File: config.mk
export PLATFORM = sky130hd
export DESIGN_NAME = bjc_boost_jump_cfg
export DESIGN_NICKNAME = d
export VERILOG_FILES = /design/src/verilog/README_unused.sv /design/src/verilog/bjc_pkg.sv /design/src/verilog/bjc_cfg_store.sv /design/src/verilog/bjc_boost_jump_cfg.sv
export SDC_FILE = /design/constraint.sdc
export NUM_CORES = 1
export LEC_CHECK = 0
export ABC_AREA = 1
export BUFFER_PORTS_ARGS = -buffer_cell sky130_fd_sc_hd__buf_2
export CORE_MARGIN = 5
export CORE_UTILIZATION = 45
export CTS_BUF_LIST = sky130_fd_sc_hd__clkbuf_16
export CTS_CLUSTER_DIAMETER = 80
export DETAILED_ROUTE_END_ITERATION = 8
export PLACE_DENSITY = 0.75
export SETUP_SLACK_MARGIN = 0.2
export SKIP_CTS_REPAIR_TIMING = 1
export SYNTH_ARGS = -nofsm -noshare
export SYNTH_HDL_FRONTEND = slang
export SYNTH_SLANG_ARGS = --single-unit
File: constraint.sdc
create_clock -name clk_sys -period 3.3 [get_ports clk_sys]
set_input_delay 0.33 -clock clk_sys [delete_from_list [all_inputs] [get_ports clk_sys]]
set_output_delay 0.33 -clock clk_sys [all_outputs]
set_load 0.005 [all_outputs]
File: src/verilog/README_unused.sv
// Intentionally empty
`timescale 1ns/1ns

File: src/verilog/bjc_pkg.sv
// Package of offsets, field positions, reset values and decode tables for the boost config bank
package bjc_pkg;

	localparam int unsigned ADDR_W = 8;
	localparam int unsigned DATA_W = 8;
	localparam int unsigned NREG   = 3;

	// Register offsets
	localparam logic [7:0] SWITCH_FREQ_SEL_VOLTAGE_CFG_OFS = 8'hA6;
	localparam logic [7:0] BOOST_DRIVE_LIMIT_CFG_OFS  = 8'hA7;
	localparam logic [7:0] BOOST_MAX_JUMP_CFG_OFS     = 8'hA9;

	// Storage slot of each register
	localparam logic [1:0] IDX_FREQ_VOLTAGE = 2'h0;
	localparam logic [1:0] IDX_DRIVE_LIMIT  = 2'h1;
	localparam logic [1:0] IDX_MAX_JUMP     = 2'h2;

	// Reset values
	localparam logic [7:0] SWITCH_FREQ_SEL_VOLTAGE_CFG_RST = 8'h00;
	localparam logic [7:0] BOOST_DRIVE_LIMIT_CFG_RST  = 8'h00;
	localparam logic [7:0] BOOST_MAX_JUMP_CFG_RST     = 8'h00;

	// Writable bits; reserved bits are not stored and read as zero
	localparam logic [7:0] SWITCH_FREQ_SEL_VOLTAGE_CFG_MASK = 8'hFF;
	localparam logic [7:0] BOOST_DRIVE_LIMIT_CFG_MASK  = 8'h33;
	localparam logic [7:0] BOOST_MAX_JUMP_CFG_MASK     = 8'hFF;

	// Field positions
	localparam int unsigned SWITCH_FREQ_SEL_LSB     = 6;
	localparam int unsigned OUTPUT_VOLTAGE_CODE_LSB = 0;
	localparam int unsigned GATE_DRIVER_C_BIT       = 5;
	localparam int unsigned GATE_DRIVER_B_BIT       = 4;
	localparam int unsigned CURRENT_LIMIT_SEL_LSB   = 0;
	localparam int unsigned MAX_VOLTAGE_SEL_LSB     = 5;
	localparam int unsigned JUMP_ENABLE_BIT         = 4;
	localparam int unsigned JUMP_THRESHOLD_LSB      = 2;
	localparam int unsigned JUMP_VOLTAGE_LSB        = 0;

	// Switching frequency in kHz for codes 00..10; 11 is undefined
	localparam logic [10:0] FREQ_KHZ [3] = '{11'h138, 11'h271, 11'h4E2};
	localparam logic [1:0]  FREQ_CODE_UNDEF = 2'h3;

	// Inductor current limit in mA, single and doubled
	localparam logic [11:0] ILIM_MA_1X [4] = '{12'h384, 12'h4B0, 12'h5DC, 12'h708};
	localparam logic [11:0] ILIM_MA_2X [4] = '{12'h640, 12'h834, 12'hA28, 12'h000};
	localparam logic [1:0]  ILIM_CODE_NO_2X = 2'h3;

	// Maximum boost voltage in 100 mV units, by code; zero marks no value
	localparam logic [8:0] VMAX_HI_DV [8] = '{9'h000, 9'h000, 9'h0D2, 9'h0FA,
		9'h12C, 9'h159, 9'h186, 9'h1AE};
	localparam logic [8:0] VMAX_LO_DV [8] = '{9'h000, 9'h000, 9'h000, 9'h000,
		9'h0D2, 9'h0FA, 9'h12C, 9'h154};

	// Jump threshold in percent and jump step in mV
	localparam logic [6:0]  JUMP_PCT [4] = '{7'h0A, 7'h1E, 7'h32, 7'h46};
	localparam logic [11:0] JUMP_MV  [4] = '{12'h1F4, 12'h3E8, 12'h7D0, 12'hFA0};

endpackage : bjc_pkg

File: src/verilog/bjc_cfg_store.sv
// Small word store for the config registers with registered read data
`timescale 1ns/1ns

module bjc_cfg_store #(
	parameter int unsigned            NREG  = 3,
	parameter int unsigned            W     = 8,
	parameter logic [NREG*W-1:0]      RST   = '0,
	parameter logic [NREG*W-1:0]      WMASK = '1
) (
	input  wire logic                 clk_sys,
	input  wire logic                 resetn,
	input  wire logic                 wr_en,
	input  wire logic [1:0]           wr_idx,
	input  wire logic [W-1:0]         wr_data,
	input  wire logic                 rd_en,
	input  wire logic                 rd_hit,
	input  wire logic [1:0]           rd_idx,
	output logic      [W-1:0]         rd_data,
	output logic      [NREG*W-1:0]    cfg_flat
);

	typedef struct packed {
		logic [NREG*W-1:0] mem;
		logic [W-1:0]      rdata;
	} bjc_store_t;

	bjc_store_t st_q;
	bjc_store_t st_d;

	////////////////////////////////////////////////////////////////////////////////
	always_comb
	begin
		st_d = st_q;
		// Read data stands only in the cycle after the strobe
		st_d.rdata = '0;
		for (int i = 0; i < NREG; i++)
		begin
			if (wr_en && (wr_idx == 2'(i)))
			begin
				st_d.mem[i*W +: W] = wr_data & WMASK[i*W +: W];
			end
			if (rd_en && rd_hit && (rd_idx == 2'(i)))
			begin
				st_d.rdata = st_q.mem[i*W +: W];
			end
		end
	end

	always_ff @(posedge clk_sys)
	begin
		if (!resetn)
		begin
			st_q.mem   <= RST & WMASK;
			st_q.rdata <= '0;
		end
		else
		begin
			st_q <= st_d;
		end
	end

	assign rd_data  = st_q.rdata;
	assign cfg_flat = st_q.mem;

endmodule : bjc_cfg_store

File: src/verilog/bjc_boost_jump_cfg.sv
// Boost converter and jump detection configuration register bank with field decode
// Function
// - With the external frequency-set enable low, the 2-bit code picks 312, 625 or 1250 kHz and code 11 has no frequency.
// - Bits 5:0 set the boost voltage code, which is also start and floor voltage under adaptive control.
// - Bits 5 and 4 each switch one extra boost gate driver on or off to set slew rate.
// - The 2-bit limit code picks 0.9/1.2/1.5/1.8 A, or 1.6/2.1/2.6 A when doubling is on.
// - Bits 7:5 pick the maximum boost voltage from the high or the low range table.
// - With jump enable set, PWM duty jumps are detected at a 10, 30, 50 or 70 percent threshold.
//
// Implementation choice: the strobed register port.
`timescale 1ns/1ns

module bjc_boost_jump_cfg #(
	parameter int unsigned ADDR_W = bjc_pkg::ADDR_W,
	parameter int unsigned DATA_W = bjc_pkg::DATA_W
) (
	input  wire logic              clk_sys,
	input  wire logic              resetn,
	input  wire logic [ADDR_W-1:0] reg_addr,
	input  wire logic [DATA_W-1:0] reg_wdata,
	input  wire logic              reg_wr,
	input  wire logic              reg_rd,
	output logic      [DATA_W-1:0] reg_rdata,
	input  wire logic              resistor_freq_set_enable,
	input  wire logic              adaptive_enable,
	input  wire logic              output_range_sel,
	input  wire logic              current_limit_double,
	output logic                   freq_from_register,
	output logic      [1:0]        switch_freq_sel,
	output logic      [10:0]       switch_freq_khz,
	output logic                   switch_freq_undefined,
	output logic      [5:0]        output_voltage_code,
	output logic      [5:0]        boost_floor_code,
	output logic                   gate_driver_c_enable,
	output logic                   gate_driver_b_enable,
	output logic      [1:0]        inductor_current_limit_sel,
	output logic      [11:0]       current_limit_ma,
	output logic                   current_limit_illegal,
	output logic      [2:0]        max_output_voltage_sel,
	output logic      [8:0]        max_voltage_dv,
	output logic                   max_voltage_illegal,
	output logic                   jump_enable,
	output logic      [6:0]        jump_threshold_pct,
	output logic      [11:0]       jump_step_mv
);

	typedef struct packed {
		logic        fset_s1;
		logic        fset_s2;
		logic        freq_reg;
		logic [1:0]  freq_sel;
		logic [10:0] freq_khz;
		logic        freq_undef;
		logic [5:0]  vcode;
		logic [5:0]  floor;
		logic        drv_c;
		logic        drv_b;
		logic [1:0]  ilim_sel;
		logic [11:0] ilim_ma;
		logic        ilim_bad;
		logic [2:0]  vmax_sel;
		logic [8:0]  vmax_dv;
		logic        vmax_bad;
		logic        jump_en;
		logic [6:0]  jump_pct;
		logic [11:0] jump_mv;
	} bjc_state_t;

	localparam logic [bjc_pkg::NREG*DATA_W-1:0] RST_ALL = {
		bjc_pkg::BOOST_MAX_JUMP_CFG_RST,
		bjc_pkg::BOOST_DRIVE_LIMIT_CFG_RST,
		bjc_pkg::SWITCH_FREQ_SEL_VOLTAGE_CFG_RST};
	localparam logic [bjc_pkg::NREG*DATA_W-1:0] MASK_ALL = {
		bjc_pkg::BOOST_MAX_JUMP_CFG_MASK,
		bjc_pkg::BOOST_DRIVE_LIMIT_CFG_MASK,
		bjc_pkg::SWITCH_FREQ_SEL_VOLTAGE_CFG_MASK};

	bjc_state_t                        st_q;
	bjc_state_t                        st_d;
	logic                              hit;
	logic [1:0]                        idx;
	logic [bjc_pkg::NREG*DATA_W-1:0]   cfg_flat;
	logic [DATA_W-1:0]                 r_fv;
	logic [DATA_W-1:0]                 r_dl;
	logic [DATA_W-1:0]                 r_mj;

	////////////////////////////////////////////////////////////////////////////////
	// Address decode; unmapped addresses ignore writes and read as zero
	always_comb
	begin
		hit = 1'b1;
		idx = bjc_pkg::IDX_FREQ_VOLTAGE;
		case (reg_addr)
			bjc_pkg::SWITCH_FREQ_SEL_VOLTAGE_CFG_OFS: idx = bjc_pkg::IDX_FREQ_VOLTAGE;
			bjc_pkg::BOOST_DRIVE_LIMIT_CFG_OFS:  idx = bjc_pkg::IDX_DRIVE_LIMIT;
			bjc_pkg::BOOST_MAX_JUMP_CFG_OFS:     idx = bjc_pkg::IDX_MAX_JUMP;
			default:                             hit = 1'b0;
		endcase
	end

	bjc_cfg_store #(
		.NREG   (bjc_pkg::NREG),
		.W      (DATA_W),
		.RST    (RST_ALL),
		.WMASK  (MASK_ALL)
	) u_store (
		.clk_sys  (clk_sys),
		.resetn   (resetn),
		.wr_en    (reg_wr && hit),
		.wr_idx   (idx),
		.wr_data  (reg_wdata),
		.rd_en    (reg_rd),
		.rd_hit   (hit),
		.rd_idx   (idx),
		.rd_data  (reg_rdata),
		.cfg_flat (cfg_flat)
	);

	assign r_fv = cfg_flat[bjc_pkg::IDX_FREQ_VOLTAGE*DATA_W +: DATA_W];
	assign r_dl = cfg_flat[bjc_pkg::IDX_DRIVE_LIMIT*DATA_W +: DATA_W];
	assign r_mj = cfg_flat[bjc_pkg::IDX_MAX_JUMP*DATA_W +: DATA_W];

	////////////////////////////////////////////////////////////////////////////////
	// Field decode; every output lags a register write by one cycle
	always_comb
	begin
		st_d = st_q;
		// Frequency-set strap comes from a pin, so it is synchronised first
		st_d.fset_s1 = resistor_freq_set_enable;
		st_d.fset_s2 = st_q.fset_s1;

		st_d.freq_sel   = r_fv[bjc_pkg::SWITCH_FREQ_SEL_LSB +: 2];
		st_d.freq_reg   = !st_q.fset_s2;
		st_d.freq_undef = st_d.freq_reg && (st_d.freq_sel == bjc_pkg::FREQ_CODE_UNDEF);
		st_d.freq_khz   = '0;
		if (st_d.freq_reg && !st_d.freq_undef)
		begin
			st_d.freq_khz = bjc_pkg::FREQ_KHZ[st_d.freq_sel];
		end

		st_d.vcode = r_fv[bjc_pkg::OUTPUT_VOLTAGE_CODE_LSB +: 6];
		st_d.floor = adaptive_enable ? st_d.vcode : 6'h00;

		st_d.drv_c = r_dl[bjc_pkg::GATE_DRIVER_C_BIT];
		st_d.drv_b = r_dl[bjc_pkg::GATE_DRIVER_B_BIT];

		st_d.ilim_sel = r_dl[bjc_pkg::CURRENT_LIMIT_SEL_LSB +: 2];
		st_d.ilim_ma  = bjc_pkg::ILIM_MA_1X[st_d.ilim_sel];
		if (current_limit_double)
		begin
			st_d.ilim_ma = bjc_pkg::ILIM_MA_2X[st_d.ilim_sel];
		end
		// forbidden combination flagged
		// The table yields 0 mA there, so the analog side keeps its own safe default
		st_d.ilim_bad = current_limit_double && (st_d.ilim_sel == bjc_pkg::ILIM_CODE_NO_2X);

		st_d.vmax_sel = r_mj[bjc_pkg::MAX_VOLTAGE_SEL_LSB +: 3];
		st_d.vmax_dv  = output_range_sel ? bjc_pkg::VMAX_HI_DV[st_d.vmax_sel]
			: bjc_pkg::VMAX_LO_DV[st_d.vmax_sel];
		st_d.vmax_bad = (st_d.vmax_dv == 9'h000);

		st_d.jump_en  = r_mj[bjc_pkg::JUMP_ENABLE_BIT];
		st_d.jump_pct = bjc_pkg::JUMP_PCT[r_mj[bjc_pkg::JUMP_THRESHOLD_LSB +: 2]];
		st_d.jump_mv  = bjc_pkg::JUMP_MV[r_mj[bjc_pkg::JUMP_VOLTAGE_LSB +: 2]];
	end

	always_ff @(posedge clk_sys)
	begin
		if (!resetn)
		begin
			st_q <= '0;
		end
		else
		begin
			st_q <= st_d;
		end
	end

	////////////////////////////////////////////////////////////////////////////////
	// Doubling bit lives in another bank on this clock, so it enters unsynchronised
	// and lands in the limit decode with the same one-cycle lag as the fields here

	assign freq_from_register         = st_q.freq_reg;
	assign switch_freq_sel            = st_q.freq_sel;
	assign switch_freq_khz            = st_q.freq_khz;
	assign switch_freq_undefined      = st_q.freq_undef;
	assign output_voltage_code        = st_q.vcode;
	assign boost_floor_code           = st_q.floor;
	assign gate_driver_c_enable       = st_q.drv_c;
	assign gate_driver_b_enable       = st_q.drv_b;
	assign inductor_current_limit_sel = st_q.ilim_sel;
	assign current_limit_ma           = st_q.ilim_ma;
	assign current_limit_illegal      = st_q.ilim_bad;
	assign max_output_voltage_sel     = st_q.vmax_sel;
	assign max_voltage_dv             = st_q.vmax_dv;
	assign max_voltage_illegal        = st_q.vmax_bad;
	assign jump_enable                = st_q.jump_en;
	assign jump_threshold_pct         = st_q.jump_pct;
	assign jump_step_mv               = st_q.jump_mv;

endmodule : bjc_boost_jump_cfg

==> impl_metrics.env, run 1 <==
export IMPL_outcome="finished, final reports clean"
export IMPL_finalSetupTns_ns=0
export IMPL_die_y_um=101.3
export IMPL_start_util=0.4593
export IMPL_place_hpwl_um=5514
export IMPL_core_area_sq_mm=0.008175
export IMPL_gp_congestion=0.8960
export IMPL_synthAdderAreaFrac=0.05332
export IMPL_reg2reg_to="max_voltage_illegal"
export IMPL_clk_latency_ns=0.33
export IMPL_clock_skew_ns=0.005638
export IMPL_cts_tree="done"
export IMPL_dp_slack_ns=1.761
export IMPL_fillCellCount=791
export IMPL_antenna_found_initial=0
export IMPL_rsz0062_at_grt="no"
export IMPL_max_slew_margin=0.6154
export IMPL_hp_start="resistor_freq_set_enable"
export IMPL_root_buffer="clkbuf_16"
export IMPL_whs_endpoint="st_d[77]"
export IMPL_peakVddDrop_v=0.0002537
export IMPL_ff2ff_path_depth=7
export IMPL_seq_area_frac_synth=0.4958
export IMPL_layout_worst_path_cycle_share=0.4076
export IMPL_place_area_sq_mm=0.003855
export IMPL_nNetsFinal=517
export IMPL_drt_total_wl_um=7301
export IMPL_synth_largest_area_cell="dfxtp_1"
export IMPL_clock_fmax_ghz=0.7435
export IMPL_drc=0
export IMPL_grt_usage=0.1439
export IMPL_avgSynthCellArea_sq_um=8.592
export IMPL_multi_input_area_sq_mm=0.001095
export IMPL_synth_async_reset_ratio=0
export IMPL_synth_top_cells_by_count="93 x dfxtp_1, 70 x buf_4, 64 x inv_1"
export IMPL_hp_class="input port to flop"
export IMPL_path_clk_slew_ns=0.06
export IMPL_worstSetupStartpoint="u_store.cfg_flat[21]"
export IMPL_drive_above_1_share=0.2765
export IMPL_stdcell_count=586
export IMPL_ys_flop_type="dfxtp_1"
export IMPL_min_path_cells=3
export IMPL_total_power_mw=2.271
export IMPL_htree_num_levels=3
export IMPL_rows=33
export IMPL_clkPwrFrac=0.460
export IMPL_cp_max_fo=6
export IMPL_die_x_um=101.3
export IMPL_synth_xor_area_frac=0
export IMPL_grt_pass1_vias=2552
export IMPL_timing_rr_start="u_store.cfg_flat[21]"
export IMPL_post_route_util=0.5089
export IMPL_io_pins=109
export IMPL_cts_made_buffers=9
export IMPL_start_kind="flop"
export IMPL_synth_most_common_cell="dfxtp_1"
export IMPL_vias=2667
export IMPL_maxCapViolations=0
export IMPL_areaGrowthSynthToFinish_pct=10.80
export IMPL_switching_share=0.1988
export IMPL_criticalPathCategory="flop to flop"
export IMPL_worst_slack_ns=1.955
export IMPL_syn_inst=437
export IMPL_ys_warn_count=0
export IMPL_switchingPower_mw=0.4515
export IMPL_grt_first_pass_wirelength_um=11700
export IMPL_wl_per_cell_um=12.46
export IMPL_die_area_sq_mm=0.01027
export IMPL_critPathRequiredTime_ns=3.52
export IMPL_synthMuxAreaShare=0
export IMPL_power_leakage_nw=2.208
export IMPL_portBuffers=102
export IMPL_r2r_setup_slack_ns=1.96
export IMPL_vias_per_cell=4.551
export IMPL_holdWs_ns=0.1829
export IMPL_clk_path_buf_depth=2
export IMPL_drt_iter0_drc=109
export IMPL_grt_max_degree=50
export IMPL_synth_edf_count=0
export IMPL_post_place_cells=571
export IMPL_synthSimpleGateAreaFrac=0.1553
export IMPL_ys_top_cells_by_area="dfxtp_1 50%, buf_4 14%, inv_1 6.4%"
export IMPL_p_int_mw=1.820
export IMPL_period_needed_ns=1.345
export IMPL_drv_slew=0
export IMPL_tightest_slew_ns=0.5762
export IMPL_synth_top_family_by_area="buffers and inverters"
export IMPL_regArea_sq_mm=0.001862
export IMPL_synth_cell_type_count=28
export IMPL_synth_top_cell_area_share=0.4958
export IMPL_grt_overflow_total=0
export IMPL_setup_viol=0
export IMPL_syn_area_sq_mm=0.003755
export IMPL_drtAntennaViolNets=0
export IMPL_diodes=0
export IMPL_p_comb_frac=0.037
export IMPL_first_pass_iters=4
export IMPL_arrival_ns=1.57
export IMPL_postLayoutCellArea_sq_mm=0.004160
export IMPL_p_per_area_mw_per_mm2=545.9
export IMPL_endpoint_kind="flop"
export IMPL_final_hold_violation_count=0
export IMPL_seqPwrFrac=0.503
export IMPL_cts_sinks=93
export IMPL_synth_seq_cells=93
export IMPL_synth_compound_area_share=0.07697
[worst max-delay path, cell delays in order, from the launching register on]
cell     delay (ns)
dfxtp_1        0.45
inv_1          0.10
ha_1           0.28
inv_1          0.04
a21oi_1        0.11
o21ai_0        0.13
nand2_1        0.09
nor2_1         0.04
[per-layer routing]
metal  up-vias  share of wire  global-route usage  routed length [um]
met2        93           0.47              0.2394                3403
li1       1368              -                   -                   -
met1      1196           0.44              0.1796                3204
met4         0          0.016             0.05828                 114
met5         -              0                   0                   0
met3        10          0.079             0.03375                 577
[placed cells by master, fill, tap and decap left out, drive strengths merged]
cell	instances
a21oi	19
buf	103
bufinv	2
clkbuf	9
clkinv	3
clkinvlp	1
conb	6
dfxtp	93
ha	16
inv	66
nand2	54
nand3	18
nand4	4
nor2	41
nor3	11
o21ai	23
o221ai	1
o22ai	10
or2	1
[how the worst max path moves through the flow]
stage / to / slack, ns / cells after the start
CTS: max_voltage_illegal / 1.96 / 7
finish: max_voltage_illegal / 1.96 / 7
global placement: current_limit_ma[3] / 1.86 / 4
detailed placement: current_limit_ma[3] / 1.76 / 4
global route: max_voltage_dv[5] / 1.80 / 6
floorplan: u_store.cfg_flat[22] / 2.07 / 9
[power by group through the flow]
stage	logic (mW)	clock network (mW)	registers [mW]
floorplan	0.0610	0	1.17
global placement	0.0809	0	1.17
detailed placement	0.0827	0	1.17
CTS	0.0829	1.07	1.14
global route	0.0927	1.12	1.14
finish	0.0831	1.05	1.14
[state kept, by name (all words and copies together) (netlist names)]
signal and count:
u_store.cfg_flat 20, current_limit_ma 10, jump_step_mv 8, u_store.rd_data 8, max_voltage_dv 7, boost_floor_code 6, jump_threshold_pct 6, output_voltage_code 6
switch_freq_khz 6, max_output_voltage_sel 3, inductor_current_limit_sel 2, switch_freq_sel 2, current_limit_illegal 1, freq_from_register 1, gate_driver_b_enable 1, gate_driver_c_enable 1
jump_enable 1, max_voltage_illegal 1, st_d 1, st_q 1, switch_freq_undefined 1
[final cells by class]
cell class / instances / area share
clock buffer: 9 / 0.05414
sequential: 93 / 0.4475
clock inverter: 6 / 0.01925
inverter: 66 / 0.05985
multi-input combinational: 204 / 0.2632
timing repair buffer: 103 / 0.1245
tap: 105 / 0.03158
[cells by family (layout without fill, tap and decap cells)]
group                      Yosys count  after routing
and+or+nand+nor                    129            129
other                                1              6
buffers and inverters              145            184
AOI/OAI and AO/OA                   53             53
DFF                                 93             93
adders and majority gates           16             16
No activity file was read; power rests on OpenSTA's default activity.
==> inputs of run 2 (changes only) <==
==> constraint.sdc (replaced) <==
create_clock -name clk_sys -period 1.4 [get_ports clk_sys]
set_input_delay 0.14 -clock clk_sys [delete_from_list [all_inputs] [get_ports clk_sys]]
set_output_delay 0.14 -clock clk_sys [all_outputs]
set_load 0.005 [all_outputs]
==> run 2 against run 1 <==
  * Fmax increased by 17%
  * Non-clock buffer count rose by 4
  * Largest power group unchanged
  * Total power increased by 130%
  * Clock-buffer cell count unchanged
  * Core utilization is 0.34 points higher
  * Combinational power grew 150%
  * Clock skew rose by 0.0013 ns
  * Wire length grew 1.9%
==> impl_metrics.env, run 2 (synthesized netlist as in run 1, its figures left out) <==
export IMPL_root_buffer="clkbuf_16"
export IMPL_grt_max_degree=50
export IMPL_portBuffers=102
export IMPL_start_util=0.4593
export IMPL_clk_latency_ns=0.33
export IMPL_gp_congestion=0.9221
export IMPL_vias_per_cell=4.541
export IMPL_die_x_um=101.3
export IMPL_vias=2684
export IMPL_outcome="finished, final reports clean"
export IMPL_first_pass_iters=4
export IMPL_clock_skew_ns=0.006933
export IMPL_grt_usage=0.1459
export IMPL_crit_end="max_voltage_illegal"
export IMPL_path_clk_slew_ns=0.06
export IMPL_switchingPower_mw=1.071
export IMPL_reg2reg_to="max_voltage_illegal"
export IMPL_total_power_mw=5.186
export IMPL_drtAntennaViolNets=0
export IMPL_path_buf_inv=2
export IMPL_die_y_um=101.3
export IMPL_endpoint_kind="flop"
export IMPL_start_kind="flop"
export IMPL_cts_sinks=93
export IMPL_die_area_sq_mm=0.01027
export IMPL_arrival_ns=1.42
export IMPL_areaGrowthSynthToFinish_pct=11.53
export IMPL_drt_total_wl_um=7443
export IMPL_multi_input_area_sq_mm=0.001095
export IMPL_critical_path_max_stage_delay_ns=0.32
export IMPL_layout_worst_path_cycle_share=0.8222
export IMPL_stdcell_count=591
export IMPL_worstSetupStartpoint="u_store.cfg_flat[21]"
export IMPL_cpMostUsedCell="inv_1"
export IMPL_wl_per_cell_um=12.59
export IMPL_grt_overflow_total=0
export IMPL_crit_chain="inv_1 > ha_1 > inv_1 > a21oi_1 > o21ai_1 > nand2_1 > nor2_1"
export IMPL_p_comb_frac=0.040
export IMPL_clk_path_buf_depth=2
export IMPL_final_hold_violation_count=0
export IMPL_drc=0
export IMPL_cp_num_cells=7
export IMPL_cp_max_fo=2
export IMPL_nNetsFinal=521
export IMPL_switching_share=0.2066
export IMPL_power_leakage_nw=2.224
export IMPL_final_cell_mix="102 x buf_2, 89 x dfxtp_1, 63 x inv_1"
export IMPL_place_hpwl_um=5683
export IMPL_maxCapViolations=0
export IMPL_diodes=0
export IMPL_finalSetupTns_ns=0
export IMPL_hp_class="input port to flop"
export IMPL_peakVddDrop_v=0.0005114
export IMPL_drt_iter0_drc=120
export IMPL_critPathRequiredTime_ns=1.66
export IMPL_final_common_cell="buf_2"
export IMPL_drive_above_1_share=0.2901
export IMPL_postLayoutCellArea_sq_mm=0.004188
export IMPL_clkPwrFrac=0.441
export IMPL_r2r_setup_slack_ns=0.25
export IMPL_p_int_mw=4.115
export IMPL_place_area_sq_mm=0.003890
export IMPL_period_needed_ns=1.151
export IMPL_p_per_area_mw_per_mm2=1238
export IMPL_io_pins=109
export IMPL_crit_slowest_cell="dfxtp_2"
export IMPL_clock_fmax_ghz=0.8687
export IMPL_seqPwrFrac=0.519
export IMPL_fillCellCount=780
export IMPL_cts_tree="done"
export IMPL_rsz0062_at_grt="no"
export IMPL_cp_top_family="flip-flops"
export IMPL_post_place_cells=574
export IMPL_largest_register_ffs=20
export IMPL_htree_num_levels=3
export IMPL_setup_viol=0
export IMPL_timing_rr_start="u_store.cfg_flat[21]"
export IMPL_regArea_sq_mm=0.001867
export IMPL_grt_pass1_vias=2508
export IMPL_grt_first_pass_wirelength_um=11710
export IMPL_rows=33
export IMPL_core_area_sq_mm=0.008175
export IMPL_min_path_cells=3
export IMPL_cts_made_buffers=9
export IMPL_criticalPathCategory="flop to flop"
export IMPL_antenna_found_initial=0
export IMPL_ff2ff_path_depth=7
export IMPL_drv_slew=0
==> run 2: cell types whose count changed in the layout (fill, tap and decap cells not counted), moves of 2 or more <==
| cell | previous run | this run |
|---|---|---|
| clkinv_1 | 1 | 3 |
| dfxtp_2 | 0 | 4 |
| inv_1 | 65 | 63 |
| dfxtp_1 | 93 | 89 |
| inv_2 | 1 | 3 |
| buf_4 | 1 | 3 |
==> run 2: worst min path at each step <==
stage,startpoint,endpoint,slack [ns]
3_5_place_dp,resistor_freq_set_enable,st_d[77],0.33
6_report,reg_wdata[7],u_store.cfg_flat[7],0.09
5_1_grt,reg_wdata[7],u_store.cfg_flat[7],0.09
4_1_cts,resistor_freq_set_enable,st_d[77],-0.02
3_3_place_gp,resistor_freq_set_enable,st_d[77],0.32
2_1_floorplan,resetn,jump_threshold_pct[1],0.17
==> run 2: metrics by stage <==
stage / hold WS (ns) / util / setup WS [ns]
floorplan: 0.1677 / - / 0.2421
global placement: 0.3239 / 0.4758 / 0.1595
detailed placement: 0.3273 / 0.4758 / 0.09717
CTS: -0.02018 / 0.5104 / 0.1665
global route: 0.08780 / 0.5122 / 0.2103
finish: 0.09368 / 0.5122 / 0.2489
==> run 2: power by group through the flow <==
stage	Clock [mW]	Combinational, mW	Sequential [mW]
after global routing	2.47	0.229	2.69
after global placement	0	0.199	2.75
final	2.29	0.205	2.69
after detailed placement	0	0.203	2.75
after floorplan	0	0.144	2.75
after CTS	2.34	0.204	2.69
==> run 2: worst reg2reg max path: cells and delay by family, from the launching register on <==
family / cells / cell delay (ns)
adder cells (fa/ha/maj): 1 / 0.28
AO/OA/AOI/OAI: 2 / 0.18
flip-flops: 1 / 0.32
AND/OR/NAND/NOR: 2 / 0.17
buffers and inverters: 2 / 0.13
==> run 2: cell type report <==
class                      instances  share of cell area
clock buffer                       9             0.05378
clock inverter                     7             0.01374
inverter                          66             0.05946
multi-input combinational        204              0.2614
sequential                        93              0.4458
tap                              105             0.03137
timing repair buffer             107              0.1344
==> run 2: metal layers <==
metal / routed length [um] / track usage / vias up
met5: 0 / 0 / -
met1: 3265 / 0.1872 / 1213
li1: - / - / 1374
met4: 102 / 0.05112 / 0
met3: 605 / 0.04270 / 7
met2: 3469 / 0.2344 / 90
==> inputs of run 3 (changes only) <==
--- a/config.mk
+++ b/config.mk
@@ -12,7 +12,7 @@
 export CTS_BUF_LIST = sky130_fd_sc_hd__clkbuf_16
 export CTS_CLUSTER_DIAMETER = 80
 export DETAILED_ROUTE_END_ITERATION = 8
-export PLACE_DENSITY = 0.75
+export PLACE_DENSITY = 0.78
 export SETUP_SLACK_MARGIN = 0.2
 export SKIP_CTS_REPAIR_TIMING = 1
 export SYNTH_ARGS = -nofsm -noshare
==> constraint.sdc (replaced) <==
create_clock -name clk_sys -period 1 [get_ports clk_sys]
set_input_delay 0.1 -clock clk_sys [delete_from_list [all_inputs] [get_ports clk_sys]]
set_output_delay 0.1 -clock clk_sys [all_outputs]
set_load 0.005 [all_outputs]
==> run 3 against run 2 <==
  * The run now ends with setup timing left
  * Via count grew 8.9%
  * Clock skew shrank 0.0020 ns
  * Clock power grew 48%
  * Worst hold slack lost 0.072 ns
  * Die area is the same
  * Critical path type unchanged
  * Critical endpoint is now max_voltage_dv[5]
  * Largest cell class unchanged
==> impl_metrics.env, run 3 (synthesized netlist as in run 1, its figures left out) <==
export IMPL_outcome="complete, but fails checks"
export IMPL_violations="setup timing"
export IMPL_cts_sinks=93
export IMPL_core_area_sq_mm=0.008175
export IMPL_cp_top_family="flip-flops"
export IMPL_critPathRequiredTime_ns=1.26
export IMPL_drc=0
export IMPL_start_util=0.4593
export IMPL_finalSetupTns_ns=-0.3734
export IMPL_clock_fmax_ghz=0.8831
export IMPL_first_pass_iters=4
export IMPL_drt_total_wl_um=8774
export IMPL_gp_congestion=0.8280
export IMPL_p_per_area_mw_per_mm2=1447
export IMPL_worst_slack_ns=-0.1324
export IMPL_cts_tree="done"
export IMPL_clk_path_buf_depth=2
export IMPL_ff2ff_path_depth=6
export IMPL_path_clk_slew_ns=0.06
export IMPL_reg2reg_to="max_voltage_dv[5]"
export IMPL_peakVddDrop_v=0.0007385
export IMPL_crit_end="max_voltage_dv[5]"
export IMPL_vias=2923
export IMPL_cp_max_fo=3
export IMPL_nNetsFinal=554
export IMPL_vias_per_cell=4.677
export IMPL_die_y_um=101.3
export IMPL_place_hpwl_um=5885
export IMPL_grt_pass1_vias=2634
export IMPL_endpoint_kind="flop"
export IMPL_areaGrowthSynthToFinish_pct=39.05
export IMPL_antenna_found_initial=0
export IMPL_cp_num_cells=6
export IMPL_htree_num_levels=3
export IMPL_crit_chain="inv_4 > ha_4 > inv_2 > a21oi_2 > o21ai_2 > a21oi_1"
export IMPL_portBuffers=102
export IMPL_drv_slew=0
export IMPL_clk_latency_ns=0.33
export IMPL_grt_first_pass_wirelength_um=12380
export IMPL_largest_register_ffs=20
export IMPL_critical_path_max_stage_delay_ns=0.38
export IMPL_final_cell_mix="87 x buf_2, 49 x dfxtp_1, 44 x inv_1"
export IMPL_drive_above_1_share=0.5800
export IMPL_path_buf_inv=2
export IMPL_hp_class="input port to flop"
export IMPL_io_pins=109
export IMPL_period_needed_ns=1.132
export IMPL_final_hold_violation_count=0
export IMPL_crit_slowest_cell="dfxtp_4"
export IMPL_clock_skew_ns=0.004969
export IMPL_cts_made_buffers=9
export IMPL_grt_overflow_total=0
export IMPL_drt_iter0_drc=106
export IMPL_worstSetupStartpoint="u_store.cfg_flat[21]"
export IMPL_final_common_cell="buf_2"
export IMPL_grt_usage=0.1517
export IMPL_wl_per_cell_um=14.04
export IMPL_timing_rr_start="u_store.cfg_flat[21]"
export IMPL_rows=33
export IMPL_root_buffer="clkbuf_16"
export IMPL_die_area_sq_mm=0.01027
export IMPL_start_kind="flop"
export IMPL_rsz0062_at_grt="yes"
export IMPL_maxCapViolations=0
export IMPL_grt_max_degree=19
export IMPL_die_x_um=101.3
export IMPL_criticalPathCategory="flop to flop"
export IMPL_power_leakage_nw=2.569
export IMPL_layout_worst_path_cycle_share=1.132
export IMPL_hp_start="reg_wdata[2]"
export IMPL_dp_slack_ns=-0.1752
export IMPL_drtAntennaViolNets=0
export IMPL_arrival_ns=1.40
export IMPL_setup_viol=6
export IMPL_r2r_setup_slack_ns=-0.13
==> run 3: changes by cell type in the layout (fill, tap and decap cells not counted), sizes merged <==
cell      before  now
clkbuf         9   11
nand2         54   55
bufinv         1    0
buf          106  138
diode          0    1
clkinvlp       1    0
==> run 3: per-layer routing <==
layer | vias to the layer above | part of all wire | global-route usage
met4 | 0 | 0.013 | 0.05215
li1 | 1450 | - | -
met3 | 10 | 0.081 | 0.04063
met2 | 100 | 0.50 | 0.2470
met5 | - | 0 | 0
met1 | 1363 | 0.40 | 0.1947
==> run 3: worst min path at each step <==
stage	end	cells after the start
4_1_cts	st_d[77]	3
5_1_grt	u_store.cfg_flat[2]	3
3_3_place_gp	st_d[77]	3
3_5_place_dp	st_d[77]	3
6_report	u_store.cfg_flat[2]	3
2_1_floorplan	jump_threshold_pct[1]	0
==> run 3: cell type report <==
| type | instances | area [sq um] |
|---|---|---|
| fillers | 644 | 2954 |
| flip-flops and latches | 93 | 1934 |
| multi-input cells | 205 | 1592 |
| repair buffers | 139 | 967.2 |
| inverters | 66 | 290.3 |
| clock buffers | 11 | 275.3 |
| well taps | 105 | 131.4 |
| clock inverters | 5 | 28.78 |
| diodes | 1 | 2.502 |
==> run 3: worst register-to-register path, delay by kind of cell, from the launching register on <==
family / cells / cell delay [ns]
DFF: 1 / 0.38
AOI/OAI and AO/OA: 3 / 0.35
adders and majority gates: 1 / 0.25
buffers and inverters: 2 / 0.08
==> run 3: report_power, final <==
part	internal (mW)	switching, mW
combinational	0.179	0.245
sequential	3.74	0.0197
clock	1.98	1.40
total	5.89	1.66
==> run 3: metrics by stage <==
step / util / instances / cell area, sq um / hold slack, ns / total power, mW
detailed placement: 0.5168 / 591 / 4225 / 0.2941 / 4.175
finish: 0.6387 / 625 / 5221 / 0.02198 / 7.558
floorplan: - / 442 / 3960 / 0.1277 / 4.055
global placement: 0.5168 / 591 / 4225 / 0.2867 / 4.169
global route: 0.6384 / 624 / 5219 / 0.03346 / 7.825
CTS: 0.5540 / 607 / 4529 / -0.05333 / 7.497
